File: src/hw/csu_defs.vh
// Constants for the conditional skip unit
// Overview of operation
// RULE1 - Immediate compare: skip when equal
// RULE2 - Memory compare: skip when equal
// RULE3 - Memory compare: skip when unequal
// RULE4 - Immediate compare: skip when unequal
// RULE5 - Compares set flags as subtraction
// RULE6 - Port bit low: skip, flags kept
// RULE7 - Port bit high: skip, flags kept
// RULE8 - Memory bit low: skip, flags kept
// RULE9 - Memory bit high: skip, flags kept
// RULE10 - Increment register, skip on zero, flags
// RULE11 - Decrement register, skip on zero, flags
// RULE12 - Increment memory, write back, skip zero
// RULE13 - Decrement memory, write back, skip zero
// RULE14 - Skip squashes next instruction, advances counter
`ifndef CSU_DEFS_VH
`define CSU_DEFS_VH

// ==========================================================
// Operation codes
`define CSU_OP_W        4
`define CSU_OP_NONE     4'h0
`define CSU_OP_CEQ_IMM  4'h1
`define CSU_OP_CEQ_MEM  4'h2
`define CSU_OP_CNE_MEM  4'h3
`define CSU_OP_CNE_IMM  4'h4
`define CSU_OP_T0_IO    4'h5
`define CSU_OP_T1_IO    4'h6
`define CSU_OP_T0_MEM   4'h7
`define CSU_OP_T1_MEM   4'h8
`define CSU_OP_INC_ACC  4'h9
`define CSU_OP_DEC_ACC  4'hA
`define CSU_OP_INC_MEM  4'hB
`define CSU_OP_DEC_MEM  4'hC

// ==========================================================
// Flag field positions
`define CSU_FLAG_Z      0
`define CSU_FLAG_C      1
`define CSU_FLAG_HB     2
`define CSU_FLAG_SR     3

// ==========================================================
// Reset values
`define CSU_ACC_RST     8'h00
`define CSU_FLAGS_RST   4'h0
`define CSU_PC_RST      12'h000

`endif

File: src/hw/csu_alu.v
// Eight bit subtract and add with flag generation
`include "csu_defs.vh"
module csu_alu (
    // Operands
    input  wire [7:0] i_a,
    input  wire [7:0] i_b,
    input  wire       i_sub,
    // Result
    output wire [7:0] o_res,
    output wire [3:0] o_flags
);
    wire [8:0] full;
    wire [4:0] half;
    wire       ovf;

    assign full  = i_sub ? ({1'b0, i_a} - {1'b0, i_b}) : ({1'b0, i_a} + {1'b0, i_b});
    assign half  = i_sub ? ({1'b0, i_a[3:0]} - {1'b0, i_b[3:0]}) : ({1'b0, i_a[3:0]} + {1'b0, i_b[3:0]});
    assign ovf   = i_sub ? ((i_a[7] ^ i_b[7]) & (i_a[7] ^ full[7]))
                         : (~(i_a[7] ^ i_b[7]) & (i_a[7] ^ full[7]));
    assign o_res = full[7:0];
    assign o_flags = {ovf, half[4], full[8], (full[7:0] == 8'h00)};
endmodule

File: src/hw/csu_core.v
// Conditional skip instruction execution unit
`include "csu_defs.vh"
module csu_core #(
    parameter PC_W = 12
) (
    // Clock and reset
    input  wire                 i_core_clk,
    input  wire                 i_sys_rst,
    // Decoded instruction
    input  wire                 i_valid,
    input  wire [`CSU_OP_W-1:0] i_op,
    input  wire [7:0]           i_imm,
    input  wire [2:0]           i_bit_sel,
    // Operand sources
    input  wire [7:0]           i_mem_rdata,
    input  wire [7:0]           i_first_io_port,
    // Program counter
    output reg  [PC_W-1:0]      o_pc,
    // Working register and flags
    output reg  [7:0]           o_working_register,
    output reg  [3:0]           o_flags,
    // Memory write back
    output reg                  o_mem_we,
    output reg  [7:0]           o_mem_wdata,
    // Skip status
    output reg                  o_skip,
    output reg                  o_squashed
);
    // ==========================================================
    // Pin synchroniser for the port
    reg  [7:0] io_s1_reg;
    reg  [7:0] io_s2_reg;
    reg  [7:0] io_s3_reg;
    reg  [7:0] io_val_reg;

    always @(posedge i_core_clk or posedge i_sys_rst) begin
        if (i_sys_rst) begin
            io_s1_reg  <= 8'h00;
            io_s2_reg  <= 8'h00;
            io_s3_reg  <= 8'h00;
            io_val_reg <= 8'h00;
        end else begin
            io_s1_reg  <= i_first_io_port;
            io_s2_reg  <= io_s1_reg;
            io_s3_reg  <= io_s2_reg;
            io_val_reg <= (io_s2_reg & ~(io_s2_reg ^ io_s3_reg)) | (io_val_reg & (io_s2_reg ^ io_s3_reg));
        end
    end

    // ==========================================================
    // Arithmetic
    reg  [7:0] alu_a;
    reg  [7:0] alu_b;
    reg        alu_sub;
    wire [7:0] alu_res;
    wire [3:0] alu_flags;

    csu_alu u_alu (
        .i_a     (alu_a),
        .i_b     (alu_b),
        .i_sub   (alu_sub),
        .o_res   (alu_res),
        .o_flags (alu_flags)
    );

    // ==========================================================
    // Decode and skip decision
    reg        skip_next;
    reg        upd_flags;
    reg        upd_acc;
    reg        upd_mem;
    reg        live;

    always @* begin
        alu_a     = o_working_register;
        alu_b     = 8'h01;
        alu_sub   = 1'b1;
        skip_next = 1'b0;
        upd_flags = 1'b0;
        upd_acc   = 1'b0;
        upd_mem   = 1'b0;
        live      = i_valid & ~o_skip; // RULE14
        case (i_op)
            `CSU_OP_CEQ_IMM: begin
                alu_b     = i_imm;
                upd_flags = 1'b1; // RULE5
                skip_next = alu_flags[`CSU_FLAG_Z]; // RULE1
            end
            `CSU_OP_CEQ_MEM: begin
                alu_b     = i_mem_rdata;
                upd_flags = 1'b1; // RULE5
                skip_next = alu_flags[`CSU_FLAG_Z]; // RULE2
            end
            `CSU_OP_CNE_MEM: begin
                alu_b     = i_mem_rdata;
                upd_flags = 1'b1; // RULE5
                skip_next = ~alu_flags[`CSU_FLAG_Z]; // RULE3
            end
            `CSU_OP_CNE_IMM: begin
                alu_b     = i_imm;
                upd_flags = 1'b1; // RULE5
                skip_next = ~alu_flags[`CSU_FLAG_Z]; // RULE4
            end
            `CSU_OP_T0_IO: begin
                skip_next = ~io_val_reg[i_bit_sel]; // RULE6
            end
            `CSU_OP_T1_IO: begin
                skip_next = io_val_reg[i_bit_sel]; // RULE7
            end
            `CSU_OP_T0_MEM: begin
                skip_next = ~i_mem_rdata[i_bit_sel]; // RULE8
            end
            `CSU_OP_T1_MEM: begin
                skip_next = i_mem_rdata[i_bit_sel]; // RULE9
            end
            `CSU_OP_INC_ACC: begin
                alu_sub   = 1'b0;
                upd_flags = 1'b1;
                upd_acc   = 1'b1;
                skip_next = alu_flags[`CSU_FLAG_Z]; // RULE10
            end
            `CSU_OP_DEC_ACC: begin
                upd_flags = 1'b1;
                upd_acc   = 1'b1;
                skip_next = alu_flags[`CSU_FLAG_Z]; // RULE11
            end
            `CSU_OP_INC_MEM: begin
                alu_a     = i_mem_rdata;
                alu_sub   = 1'b0;
                upd_flags = 1'b1;
                upd_mem   = 1'b1;
                skip_next = alu_flags[`CSU_FLAG_Z]; // RULE12
            end
            `CSU_OP_DEC_MEM: begin
                alu_a     = i_mem_rdata;
                upd_flags = 1'b1;
                upd_mem   = 1'b1;
                skip_next = alu_flags[`CSU_FLAG_Z]; // RULE13
            end
            default: begin
                skip_next = 1'b0;
            end
        endcase
    end

    // ==========================================================
    // Architectural state
    always @(posedge i_core_clk or posedge i_sys_rst) begin
        if (i_sys_rst) begin
            o_pc               <= `CSU_PC_RST;
            o_working_register <= `CSU_ACC_RST;
            o_flags            <= `CSU_FLAGS_RST;
            o_mem_we           <= 1'b0;
            o_mem_wdata        <= 8'h00;
            o_skip             <= 1'b0;
            o_squashed         <= 1'b0;
        end else begin
            o_mem_we   <= 1'b0;
            o_squashed <= 1'b0;
            if (i_valid) begin
                o_pc <= o_pc + {{(PC_W-1){1'b0}}, 1'b1}; // RULE14
                if (o_skip) begin
                    o_skip     <= 1'b0; // RULE14
                    o_squashed <= 1'b1; // RULE14
                end else begin
                    o_skip <= skip_next;
                end
            end
            if (live && upd_flags) begin
                o_flags <= alu_flags;
            end
            if (live && upd_acc) begin
                o_working_register <= alu_res;
            end
            if (live && upd_mem) begin
                o_mem_we    <= 1'b1; // RULE12
                o_mem_wdata <= alu_res; // RULE13
            end
        end
    end
endmodule

File: config.mk
export PLATFORM = sky130hd
export DESIGN_NAME = csu_core
export DESIGN_NICKNAME = d
export VERILOG_FILES = /design/src/hw/csu_alu.v /design/src/hw/csu_core.v
export VERILOG_INCLUDE_DIRS = /design/src /design/src/hw
export SDC_FILE = /design/constraint.sdc
export NUM_CORES = 1
export LEC_CHECK = 0
export BUFFER_PORTS_ARGS = -buffer_cell sky130_fd_sc_hd__buf_2
export CAP_MARGIN = 40
export CORE_UTILIZATION = 55
export DETAILED_ROUTE_END_ITERATION = 10
export GPL_TIMING_DRIVEN = 1
export PLACE_DENSITY = 0.8
export SYNTH_ARGS = -nofsm -noshare
export SYNTH_HDL_FRONTEND = slang
export SYNTH_SLANG_ARGS = --single-unit
File: constraint.sdc
create_clock -name i_core_clk -period 3.21 [get_ports i_core_clk]
set_clock_uncertainty 0.1 [all_clocks]
set_input_delay 0.4815 -clock i_core_clk [delete_from_list [all_inputs] [get_ports i_core_clk]]
set_output_delay 0.4815 -clock i_core_clk [all_outputs]
set_load 0.03 [all_outputs]
==> results.json <==
{
  "vdd_drop_max_v": 0.000610,
  "synth_cell_types": 57,
  "ys.flop_type": "dfrtp_1",
  "wire_per_inst_um": 16.5,
  "start_util_pct": 57.5,
  "antenna_found_initial": 0,
  "wirelength_um": 8680,
  "drv_cap": 0,
  "dieHeight_um": 81.2,
  "crit_type": "input port to register",
  "p_leak_nw": 2.31,
  "setup_ws_ns": -0.106,
  "syn_to_final_growth_pct": 37.7,
  "ioPinCount": 69,
  "vias_per_cell": 5.66,
  "clkPwrFrac_pct": 19.8,
  "synth_nets": 357,
  "drc": 0,
  "most-common-layout-cells": "dfrtp_1, buf_2, buf_4, nand2_1, o21ai_0",
  "fin_cells": 525,
  "report.power.total_mw": 4.09,
  "synth_edf_count": 0,
  "maxSlewViolCount": 0,
  "drt_iter0_drc": 172,
  "max_slew.worst_pin.slew_ns": 0.822,
  "seq_power_share_pct": 28.8,
  "fin_tns_setup_ns": -0.106,
  "combPwrFrac_pct": 51.3,
  "die_x_um": 81.2,
  "synth-seq-area-share_pct": 48.6,
  "dieArea_sq_um": 6590,
  "end_kind": "register",
  "grt_pass1_wl_um": 13200,
  "num_antenna_cells": 0,
  "numCtsBuffers": 9,
  "hpwl_um": 6070,
  "postCtsHoldBufs": 0,
  "grt_pass1_vias": 2775,
  "path_max_fanout": 5,
  "cts_tree": "built",
  "ys_async_sr_fraction_pct": 100,
  "synth_seq_cells": 67,
  "clk_pin_slew_ns": 0.08,
  "final_layout_size_suffix_gt1_share_pct": 45.3,
  "arrival_ns": 3.45,
  "period_share_pct": 103,
  "nNetsFinal": 490,
  "synth.avg_cell_area_sq_um": 11.0,
  "clock-sinks": 67,
  "portBuffers": 68,
  "setup_violations": 1,
  "period_needed_ns": 3.32,
  "rsz0062_at_grt": "true",
  "gp_congestion": 0.940,
  "grt_max_degree": 68,
  "firstDrtPassIters": 4,
  "p_per_area_nw_per_um2": 862,
  "fin_area_sq_um": 4750,
  "antenna_left": 0,
  "place_area_sq_um": 4320,
  "core-area_sq_um": 5990,
  "cts_root_buf": "clkbuf_8",
  "status": "complete, but fails checks",
  "max_freq_mhz": 302,
  "num_rows": 28,
  "via_count": 2974,
  "final_common_cell": "dfrtp_1",
  "sw_frac_of_total_pct": 40.1,
  "holdCritPathClass": "input port to register",
  "worstPathRequired_ns": 3.34,
  "placed_cells": 501,
  "p_switching_mw": 1.64,
  "overflow": 0,
  "netlist_area_sq_um": 3450,
  "clk_latency_ns": 0.35,
  "track_usage_pct": 27.5,
  "hold_viol_final": 0,
  "synthCells": 312,
  "cts_buffer_depth": 2,
  "cts_max_level": 3,
  "yosysWarnings": 0,
  "startpoint_type": "input port",
  "slew_headroom_pct": 45.2,
  "p_int_mw": 2.45,
  "violations": "setup timing"
}
worst max-delay path: stages:
cell and delay [ns]:
buf_12 0.11, xor2_4 0.18, buf_6 0.13, a32oi_2 0.23, nor2_2 0.10, nor3_4 0.27
nor2_2 0.07, xor2_1 0.17, ha_1 0.36, o21ai_2 0.10, o211a_1 0.26, nor4_4 0.31
nand4_1 0.25, o31ai_1 0.31, o21ai_1 0.11
logic make-up after synthesis:
| family | Yosys count | synth area share (%) |
|---|---|---|
| adder cells (fa/ha/maj) | 19 | 6.53 |
| multiplexers | 21 | 8.46 |
| flip-flops | 67 | 48.6 |
| buffers and inverters | 23 | 2.87 |
| AND/OR/NAND/NOR | 99 | 15.1 |
| AO/OA/AOI/OAI | 60 | 12.3 |
| XOR/XNOR | 23 | 6.06 |
cells in the mapped netlist, types with 3 or more instances:
cell       n  area share (%)
nand2_1   37             4.0
nor2_1    15             1.6
a21o_1     3            0.65
xnor2_1   14             3.6
mux2i_1    4             1.2
a21oi_1   10             1.5
xor2_1     8             2.0
o21ai_0   20             2.9
nand4_1    6             1.1
mux2_2    13             4.2
ha_1      10             3.6
inv_1     13             1.4
nand3_1    8             1.2
and3_1     3            0.54
buf_2      4            0.58
clkbuf_1   5            0.54
or3_1      3            0.54
dfrtp_1   67              49
mux4_1     4             3.0
nand2b_1   4            0.73
and2_1     5            0.91
nor2b_1    5            0.91
maj3_1     8             2.3
worst paths after layout:
| check | end | slack (ns) | start | cells past startpoint |
|---|---|---|---|---|
| worst max-delay path | o_skip | -0.11 | i_op[2] | 15 |
| worst min-delay path | io_s1_reg[3] | 0.13 | i_first_io_port[3] | 1 |
| worst max register to register | o_skip | 0.58 | o_working_register[1] | 9 |
| worst min register to register | io_s2_reg[5] | 0.25 | io_s1_reg[5] | 0 |
| max in group asynchronous | o_mem_wdata[5] | 2.20 | i_sys_rst | 3 |
| min in group asynchronous | o_pc[2] | 0.25 | i_sys_rst | 3 |
metrics by stage:
stage | utilization (%) | hold slack, ns | setup slack (ns)
finish | 79.3 | 0.131 | -0.106
global route | 79.3 | 0.103 | -0.169
CTS | 76.4 | 0.116 | 0.0196
detailed placement | 72.1 | 0.237 | -0.394
global placement | 72.1 | 0.233 | -0.383
floorplan | - | 0.231 | -0.0466
timing repair:
action	in CTS	in global routing
pin swaps	1	26
buffers inserted	0	8
setup endpoints to repair	3	8
hold endpoints to repair	0	0
gates resized for setup	5	32
area by class of cell:
cell class | count | area [sq um]
multi-input combinational | 222 | 1840
clock inverter | 6 | 93.8
sequential | 67 | 1680
clock buffer | 10 | 138
inverter | 13 | 48.8
timing repair buffer | 132 | 856
fill | 370 | 1240
tap | 75 | 93.8
power groups by stage:
stage | sequential (mW) | combinational, mW | clock [mW]
finish | 1.18 | 2.10 | 0.812
global route | 1.21 | 2.28 | 0.858
global placement | 1.19 | 1.85 | 0
CTS | 1.18 | 1.94 | 0.822
detailed placement | 1.19 | 1.88 | 0
floorplan | 1.49 | 0.858 | 0
metal layers:
| metal | GRT usage [%] | wire [um] | vias to the layer above |
|---|---|---|---|
| met5 | 0 | 0 | - |
| met4 | 12.1 | 198 | 0 |
| met3 | 7.19 | 635 | 22 |
| met2 | 41.2 | 3940 | 125 |
| met1 | 37.6 | 3910 | 1448 |
| li1 | - | - | 1379 |
Note: power is estimated with default switching activity, not from simulation.
